$ cat src/shared/fgr_cfg.svh
// What this block does
// - Fast-gate port answers reads and writes only while config bit 2 enables it.
// - Fast-gate reads return 00 in bits 7:6, 1 in 5, 0 in 4:3, 1 in 2.
// - Bit 1 written 0 drives alternate A20 low; written 1 drives it high.
// - Bit 0 is the readable, writable reset request, cleared by system reset.
// - Writing 1 to bit 0 pulses fast reset low 7us, starting 15us later.
// - No further pulse until bit 0 returns to 0 by reset or write.
// - On reset the fast reset output is high and bit 0 reads 0.
// - When enabled, fast reset ANDs with controller reset onto keyboard reset pin.
// - Address-20 gate is low only when controller gate and alternate A20 are low.
// - On reset the alternate A20 control is driven low.
// - Config bit 4 selects mouse irq: raw AND latched, or latched alone.
// - Config bit 3 selects keyboard irq: raw AND latched, or latched alone.
// - The controller port pin serves as software address-20 gate into the OR.
`ifndef FGR_CFG_SVH
`define FGR_CFG_SVH

// register locations: fast gate in i/o space, config in logical-device config space
`define FGR_FAST_GATE_ADDR 8'h92
`define FGR_CFG_ADDR 8'hF0

// fast gate register layout
`define FGR_FG_RST_BIT 0
`define FGR_FG_A20_BIT 1
`define FGR_FG_FIXED_MASK 8'hFC
`define FGR_FG_FIXED_VAL 8'h24
`define FGR_FG_RESET 8'h24

// config register layout
`define FGR_CFG_EN_BIT 2
`define FGR_CFG_KBD_IRQ_LATCH_SEL_BIT 3
`define FGR_CFG_MOUSE_IRQ_LATCH_SEL_BIT 4
`define FGR_CFG_RESET 8'h00

// value returned for a read of a register that is not answering
`define FGR_FLOAT_READ 8'hFF

// timing of the fast reset pulse
`define FGR_CLK_PERIOD_PS 4000
`define FGR_RST_DELAY_NS 15000
`define FGR_RST_WIDTH_NS 7000
`define FGR_RST_DELAY_CYC (((`FGR_RST_DELAY_NS * 1000) + `FGR_CLK_PERIOD_PS - 1) / `FGR_CLK_PERIOD_PS)
`define FGR_RST_WIDTH_CYC (((`FGR_RST_WIDTH_NS * 1000) + `FGR_CLK_PERIOD_PS - 1) / `FGR_CLK_PERIOD_PS)

`endif

$ cat src/shared/fgr_pkg.sv
package fgr_pkg;

    // one host access, presented for a single cycle
    typedef struct packed {
        logic wr;
        logic rd;
        logic cfg_sel;
        logic [7:0] addr;
        logic [7:0] wdata;
    } fgr_io_req_t;

    // read answer, one cycle after the read strobe
    typedef struct packed {
        logic ack;
        logic [7:0] rdata;
    } fgr_io_rsp_t;

    // raw and cleared controller interrupt inputs
    typedef struct packed {
        logic kbd_irq_raw;
        logic mouse_irq_raw;
        logic kbd_irq_clr;
        logic mouse_irq_clr;
    } fgr_irq_in_t;

    // fast reset pulse sequencer
    typedef enum logic [3:0] {
        FGR_ST_IDLE = 4'b0001,
        FGR_ST_DELAY = 4'b0010,
        FGR_ST_PULSE = 4'b0100,
        FGR_ST_DONE = 4'b1000
    } fgr_rst_state_t;

endpackage

$ cat src/hdl/fgr_irq_latch.sv
`timescale 1ns/1ps
`include "fgr_cfg.svh"

module fgr_irq_latch
(
    // clock and reset
    input logic core_clk,
    input logic nrst,
    // controller side
    input logic irq_raw,
    input logic irq_clr,
    input logic latch_sel,
    // output to system
    output logic irq_out
);
    logic raw_q;
    logic raw_d;
    logic held_q;
    logic held_d;
    logic out_q;
    logic out_d;

    // catch the rising edge; the edge wins over a clear in the same cycle
    always_comb
    begin
        raw_d = irq_raw;
        held_d = held_q;
        if (irq_clr)
        begin
            held_d = 1'b0;
        end
        if (irq_raw && !raw_q)
        begin
            held_d = 1'b1;
        end
        out_d = latch_sel ? held_d : (irq_raw & held_d);
    end

    // register the latch and the selected output
    always_ff @(posedge core_clk)
    begin
        if (!nrst)
        begin
            raw_q <= 1'b0;
            held_q <= 1'b0;
            out_q <= 1'b0;
        end
        else
        begin
            raw_q <= raw_d;
            held_q <= held_d;
            out_q <= out_d;
        end
    end

    assign irq_out = out_q;

endmodule // fgr_irq_latch

$ cat src/hdl/fgr_top.sv
`timescale 1ns/1ps
`include "fgr_cfg.svh"

module fgr_top
#(
    parameter int DELAY_CYC = `FGR_RST_DELAY_CYC,
    parameter int WIDTH_CYC = `FGR_RST_WIDTH_CYC
)
(
    // clock and reset
    input logic core_clk,
    input logic nrst,
    // host i/o access
    input fgr_pkg::fgr_io_req_t io_req,
    output fgr_pkg::fgr_io_rsp_t io_rsp,
    // keyboard controller signals
    input logic kbd_ctrl_reset_n,
    input logic ctrl_port_pin_addr20,
    input fgr_pkg::fgr_irq_in_t irq_in,
    // pin polarity configuration of the keyboard reset pin
    input logic kbd_reset_pol_inv,
    // system outputs
    output logic alt_addr20_ctl,
    output logic fast_cpu_reset_n,
    output logic addr20_gate_out,
    output logic kbd_reset_out,
    output logic kbd_irq,
    output logic mouse_irq,
    // enable bit of the config register
    output logic kbd_reset_gate_cfg_en
);
    import fgr_pkg::*;

    // counter wide enough for either interval; the delay load is the larger
    // one, so this width sets the fastest clock the block can serve
    localparam int CNT_W = 16;

    // access decode shared by read and write paths
    // the space select keeps config and i/o decodes apart even if their
    // offsets were ever to coincide
    function automatic logic hit(input fgr_io_req_t r, input logic cfg, input logic [7:0] a);
        hit = (r.cfg_sel == cfg) && (r.addr == a);
    endfunction

    // register state
    // port_en mirrors the enable bit so every decode uses one name
    logic [7:0] cfg_q;
    logic [7:0] cfg_d;
    logic rst_req_q;
    logic rst_req_d;
    logic a20_q;
    logic a20_d;
    logic port_en;
    logic fg_wr;
    logic fg_rd;
    logic cfg_wr;
    logic cfg_rd;
    logic set_pulse;

    // read answer state
    // ack and data travel together in one registered struct
    fgr_io_rsp_t rsp_q;
    fgr_io_rsp_t rsp_d;

    // pulse sequencer state
    // one-hot codes keep the next-state decode shallow
    fgr_rst_state_t st_q;
    fgr_rst_state_t st_d;
    logic [CNT_W-1:0] cnt_q;
    logic [CNT_W-1:0] cnt_d;
    logic fast_n_q;
    logic fast_n_d;

    // output registers
    // combined_n is the reset level before the pin polarity is applied
    logic gate_q;
    logic gate_d;
    logic kbd_reset_out_q;
    logic kbd_reset_out_d;
    logic combined_n;

    // strobes; the fast-gate port answers only when enabled
    // a disabled port neither stores a write nor drives read data, so a host
    // that forgets the enable sees a floating bus rather than stale contents
    always_comb
    begin
        port_en = cfg_q[`FGR_CFG_EN_BIT];
        fg_wr = io_req.wr && port_en && hit(io_req, 1'b0, `FGR_FAST_GATE_ADDR);
        fg_rd = io_req.rd && port_en && hit(io_req, 1'b0, `FGR_FAST_GATE_ADDR);
        cfg_wr = io_req.wr && hit(io_req, 1'b1, `FGR_CFG_ADDR);
        cfg_rd = io_req.rd && hit(io_req, 1'b1, `FGR_CFG_ADDR);
    end

    // register writes; reserved fast-gate bits are not stored
    // only bits 1 and 0 hold state: the reserved positions are rebuilt from
    // constants on every read, so no write can ever disturb them
    // the config register keeps all eight bits so software can read back
    // its own latch and enable settings
    // writes to the two spaces never collide, the space select keeps them apart
    always_comb
    begin
        cfg_d = cfg_q;
        rst_req_d = rst_req_q;
        a20_d = a20_q;
        if (cfg_wr)
        begin
            cfg_d = io_req.wdata;
        end
        if (fg_wr)
        begin
            rst_req_d = io_req.wdata[`FGR_FG_RST_BIT];
            a20_d = io_req.wdata[`FGR_FG_A20_BIT];
        end
    end

    // a pulse starts only on a 0 to 1 change of the request bit
    // writing 1 again while the bit already reads 1 must not restart the
    // sequencer, otherwise a polling loop could keep the processor in reset
    // a write that only changes bit 1 therefore never disturbs a pulse
    assign set_pulse = fg_wr && io_req.wdata[`FGR_FG_RST_BIT] && !rst_req_q;

    // read data: fixed reserved bits plus the two live bits
    // every read is answered the next cycle, even an unmapped or disabled one,
    // so the host never waits; such reads return the floating-bus value
    // the live bits come from the registers, so a read shows a write at once
    always_comb
    begin
        rsp_d.ack = io_req.rd;
        rsp_d.rdata = `FGR_FLOAT_READ;
        if (fg_rd)
        begin
            rsp_d.rdata = `FGR_FG_FIXED_VAL & `FGR_FG_FIXED_MASK;
            rsp_d.rdata[`FGR_FG_A20_BIT] = a20_q;
            rsp_d.rdata[`FGR_FG_RST_BIT] = rst_req_q;
        end
        else if (cfg_rd)
        begin
            rsp_d.rdata = cfg_q;
        end
    end

    // registers and read answer
    // the request bit clears on system reset, so a warm start never re-fires
    always_ff @(posedge core_clk)
    begin
        if (!nrst)
        begin
            cfg_q <= `FGR_CFG_RESET;
            rst_req_q <= 1'(`FGR_FG_RESET & 8'h01);
            a20_q <= 1'b0;
            rsp_q <= '0;
        end
        else
        begin
            cfg_q <= cfg_d;
            rst_req_q <= rst_req_d;
            a20_q <= a20_d;
            rsp_q <= rsp_d;
        end
    end

    // fast reset sequencer: wait, pulse low, then hold off until bit 0 is cleared
    // the counter is loaded with one less than the interval because the
    // state change itself uses up a cycle; the delay thus starts at the
    // taking edge and the low time covers exactly the programmed cycles
    // writing 0 while the pulse runs does not shorten it: the processor
    // must always see a full-width reset or it may come out half reset
    // a request while busy is not queued; the host must clear and set again
    // once the sequencer has come back to idle
    always_comb
    begin
        st_d = st_q;
        cnt_d = cnt_q;
        fast_n_d = 1'b1;
        case (st_q)
            // idle: wait for a fresh request
            FGR_ST_IDLE:
            begin
                if (set_pulse)
                begin
                    st_d = FGR_ST_DELAY;
                    cnt_d = CNT_W'(DELAY_CYC - 1);
                end
            end
            // delay: count down before the pulse, output still high
            FGR_ST_DELAY:
            begin
                if (cnt_q == '0)
                begin
                    st_d = FGR_ST_PULSE;
                    cnt_d = CNT_W'(WIDTH_CYC - 1);
                    fast_n_d = 1'b0;
                end
                else
                begin
                    cnt_d = cnt_q - 1'b1;
                end
            end
            // pulse: hold the output low for the programmed width
            FGR_ST_PULSE:
            begin
                if (cnt_q == '0)
                begin
                    st_d = FGR_ST_DONE;
                end
                else
                begin
                    cnt_d = cnt_q - 1'b1;
                    fast_n_d = 1'b0;
                end
            end
            // done: blocked until the host clears the request bit
            FGR_ST_DONE:
            begin
                if (!rst_req_q)
                begin
                    st_d = FGR_ST_IDLE;
                end
            end
            // an illegal code falls back to idle with the output high
            default:
            begin
                st_d = FGR_ST_IDLE;
                cnt_d = '0;
            end
        endcase
    end

    // sequencer registers
    // the output starts high so the processor is never held in reset by us
    // counter and output move on the same edge as the state
    always_ff @(posedge core_clk)
    begin
        if (!nrst)
        begin
            st_q <= FGR_ST_IDLE;
            cnt_q <= '0;
            fast_n_q <= 1'b1;
        end
        else
        begin
            st_q <= st_d;
            cnt_q <= cnt_d;
            fast_n_q <= fast_n_d;
        end
    end

    // gate and keyboard reset pin
    // the gate output is an or: either source may open address line 20,
    // and only when both are low is the line masked again
    // with the port disabled the controller reset passes alone, so an
    // unconfigured system keeps the slow controller reset path
    // the polarity flip comes last so the combined level has one meaning
    always_comb
    begin
        gate_d = ctrl_port_pin_addr20 | a20_q;
        combined_n = port_en ? (fast_n_q & kbd_ctrl_reset_n) : kbd_ctrl_reset_n;
        kbd_reset_out_d = combined_n ^ kbd_reset_pol_inv;
    end

    // output registers
    // both pins settle one cycle after their inputs change
    // reset leaves the gate closed and the keyboard reset pin high, which is inactive only without polarity inversion
    always_ff @(posedge core_clk)
    begin
        if (!nrst)
        begin
            gate_q <= 1'b0;
            kbd_reset_out_q <= 1'b1;
        end
        else
        begin
            gate_q <= gate_d;
            kbd_reset_out_q <= kbd_reset_out_d;
        end
    end

    // keyboard interrupt latch
    // edges are caught on the controller's raw line; the config bit picks
    // whether the raw level still gates the output
    // the clear input comes straight from the controller side
    fgr_irq_latch u_kbd_latch
    (
        .core_clk(core_clk),
        .nrst(nrst),
        .irq_raw(irq_in.kbd_irq_raw),
        .irq_clr(irq_in.kbd_irq_clr),
        .latch_sel(cfg_q[`FGR_CFG_KBD_IRQ_LATCH_SEL_BIT]),
        .irq_out(kbd_irq)
    );

    // mouse interrupt latch
    // same circuit as the keyboard side, with its own select bit
    fgr_irq_latch u_mouse_latch
    (
        .core_clk(core_clk),
        .nrst(nrst),
        .irq_raw(irq_in.mouse_irq_raw),
        .irq_clr(irq_in.mouse_irq_clr),
        .latch_sel(cfg_q[`FGR_CFG_MOUSE_IRQ_LATCH_SEL_BIT]),
        .irq_out(mouse_irq)
    );

    // flop-driven outputs
    // every output is a register, so no decode glitch reaches a pin
    // the interrupt outputs are registered inside the latch modules
    assign io_rsp = rsp_q;
    assign alt_addr20_ctl = a20_q;
    assign fast_cpu_reset_n = fast_n_q;
    assign addr20_gate_out = gate_q;
    assign kbd_reset_out = kbd_reset_out_q;
    assign kbd_reset_gate_cfg_en = cfg_q[`FGR_CFG_EN_BIT];

endmodule // fgr_top

$ cat config.mk
export PLATFORM = sky130hd
export DESIGN_NAME = fgr_top
export DESIGN_NICKNAME = d
export VERILOG_FILES = /design/src/shared/fgr_pkg.sv /design/src/hdl/fgr_irq_latch.sv /design/src/hdl/fgr_top.sv
export VERILOG_INCLUDE_DIRS = /design/src /design/src/shared
export SDC_FILE = /design/constraint.sdc
export NUM_CORES = 1
export LEC_CHECK = 0
export BUFFER_PORTS_ARGS = -buffer_cell sky130_fd_sc_hd__buf_4
export CAP_MARGIN = 40
export CORE_ASPECT_RATIO = 1.5
export CORE_UTILIZATION = 40
export CTS_BUF_LIST = sky130_fd_sc_hd__clkbuf_4
export CTS_CLUSTER_SIZE = 16
export DETAILED_ROUTE_END_ITERATION = 8
export GPL_TIMING_DRIVEN = 0
export PLACE_DENSITY = 0.68
export SLEW_MARGIN = 40
export SYNTH_ARGS = -nofsm -noshare
export SYNTH_HDL_FRONTEND = slang
export SYNTH_SLANG_ARGS = --single-unit
$ cat constraint.sdc
create_clock -name core_clk -period 4.35 [get_ports core_clk]
set_clock_uncertainty 0.05 [all_clocks]
set_input_delay 0.87 -clock core_clk [delete_from_list [all_inputs] [get_ports core_clk]]
set_output_delay 0.87 -clock core_clk [all_outputs]
set_load 0.03 [all_outputs]
==> impl_metrics.yaml <==
run_status:
  status: "finished clean"
flow_run:
  drv_cap: 0
drt:
  drc_errors: 0
  drt-pass1-iter-count: 6
  routed_via_density: 5.789
  dr.first_iter.drc_count: 81
  ant_nets: 0
  num_vias: 2304
  wl_mm: 6.203
  wire_per_inst_um: 15.59
cts:
  root_buffer: "clkbuf_4"
  clkLatencyLatePin_ns: 0.37
  cts_hold_buf: 0
  ctsResizeCount: 0
  cts_sinks: 48
  cts_buffers: 5
  post-cts-setup-buffers: 0
  h-tree-depth: 2
  cts_buffer_depth: 2
  cts_tree: "yes"
  clk_pin_slew_ns: 0.15
sta:
  period_minus_slack_ns: 2.588
  setup_viol: 0
  hold_viol_final: 0
  hold_ws_ns: 0.4378
  finalSetupTns_ns: 0
  min_period_over_period_pct: 59.50
  rsz0062_at_grt: "false"
  drv_slew: 0
  fmax_ghz: 0.3864
  worst_pin_slew_ns: 0.7782
  slew_headroom_pct: 47.84
layout:
  instances_no_fill: 398
  stdcell_area_um2: 2834
  num_antenna_cells: 0
  area_growth_pct: 21.51
  drive_gt1_share_pct: 20.73
  finalNetCount: 356
critical_path:
  path_max_fanout: 9
  cp-start-kind: "register"
  critPathKind: "reg -> reg"
  required_ns: 4.57
  end_kind: "register"
  cp_data_arrival_time_ns: 2.81
floorplan:
  die_area_um2: 6146
  die_x_um: 64.35
  coreArea_um2: 5533
  start_util_pct: 42.15
  ios: 44
  fp.dieH_um: 95.52
  num_rows: 33
synthesis:
  netlist_instances: 277
  avgSynthCellArea_um2: 8.420
  synth_top_family_by_area: "simple AND/OR/NAND/NOR gates"
  synth_edf_count: 0
  yosysTopAreaCell: "dfxtp_1"
  yosys-top-cells-area: "dfxtp_1 41%, nor2_1 5.5%, mux2i_1 4.3%"
  syn_nets: 306
  synth-seq-cells: 48
  synth_compound_area_share_pct: 20.65
  synth_ff_type: "dfxtp_1"
  synthSimpleGateAreaFrac_pct: 28.86
  synthMuxAreaShare_pct: 4.292
  synth_common_cells: "48 x dfxtp_1, 34 x nor2_1, 18 x a21oi_1"
  synth.distinct_cells: 52
  ys_warn_count: 0
  async_flop_share_pct: 0
  syn_area_um2: 2332
  synth-xor-area-share_pct: 0.3755
  synth-seq-area-share_pct: 41.20
  synthAdderAreaFrac_pct: 0.5365
  synth_top_area_share_pct: 41.20
  post-synth-top-count-cell: "dfxtp_1"
grt:
  grt_max_degree: 17
  grt_pass1_vias: 2280
  grt_first_pass_wirelength_mm: 10.19
  grt_usage_pct: 21.60
  grt_overflow: 0
  antenna_found_initial: 0
hold_path:
  holdCritPathClass: "reg -> reg"
pwr:
  power_leakage_uw: 0.001092
  ir_worst_vdd_v: 0.0002314
  power_density_nw_per_um2: 281.7
placed_design:
  place_hpwl_mm: 4.698
  place.gp.congestion: 0.9020
  placedCellCount: 390
  io_buffers: 43
  placed_area_um2: 2749
kinds of logic after synthesis:
group,Yosys count
flops,48
compound gates,70
simple gates,122
fa+ha+maj,1
buf+inv,25
mux,10
xor+xnor,1
worst max-delay path, stage by stage, from the launching register on:
cell and delay, ns:
dfxtp_1 0.38, inv_1 0.07, ha_1 0.23, or4b_4 0.54, nor4_4 0.56, a21oi_1 0.29
o211ai_2 0.25, o22ai_1 0.12
layer usage:
layer  wire length [um]  up-vias  share of wire, %  global-route usage [%]
met3                281       25               4.5                   3.349
met4                275        0               4.4                   12.22
met5                  0        -                 0                       0
met2               3258       80                53                   41.58
met1               2388     1072                38                   21.58
li1                   -     1127                 -                       -
state kept, by name (all words and copies together) (netlist names), 4 cells and up:
name and flops:
cnt_q 16, st_q 4, io_rsp 9, cfg_q 8
path summary, 6_finish.rpt:
| path | to | cells after the start | slack [ns] | from |
|---|---|---|---|---|
| max | cnt_q[6] | 7 | 1.76 | cnt_q[0] |
| min | io_rsp[4] | 2 | 0.44 | cfg_q[4] |
| min reg2reg | io_rsp[4] | 2 | 0.44 | cfg_q[4] |
| max reg2reg | cnt_q[6] | 7 | 1.76 | cnt_q[0] |
final cells by class:
class | instances | area (um^2)
tap | 70 | 87.58
clock inverter | 3 | 47.55
timing repair buffer | 43 | 322.8
inverter | 14 | 52.55
clock buffer | 5 | 37.54
sequential | 48 | 960.9
buffer | 11 | 42.54
multi-input combinational | 204 | 1282
fill | 560 | 2699
placed cells by master, fill, tap and decap left out, drive strengths merged, types with 10 or more instances in the layout:
| cell type | instances |
|---|---|
| nand3 | 15 |
| nor3 | 10 |
| nand2 | 15 |
| dfxtp | 48 |
| mux2i | 10 |
| inv | 13 |
| clkbuf | 15 |
| nor2 | 36 |
| a21oi | 18 |
| buf | 44 |
| o21ai | 12 |
where the power goes:
group	internal (uW)	switching, uW	total [uW]
Sequential	449	2.42	451
Clock	123	157	280
Combinational	31.6	35.7	67.3
per-stage QoR:
step | total power [uW] | worst slack (ns) | utilization [%]
6_report | 798.2 | 1.762 | 51.22
2_1_floorplan | 491.0 | 1.783 | -
3_3_place_gp | 527.4 | 1.458 | 49.57
5_1_grt | 823.6 | 1.524 | 51.22
3_5_place_dp | 528.2 | 1.457 | 49.68
4_1_cts | 807.3 | 1.816 | 51.22
No activity file was read; power rests on OpenSTA's default activity.
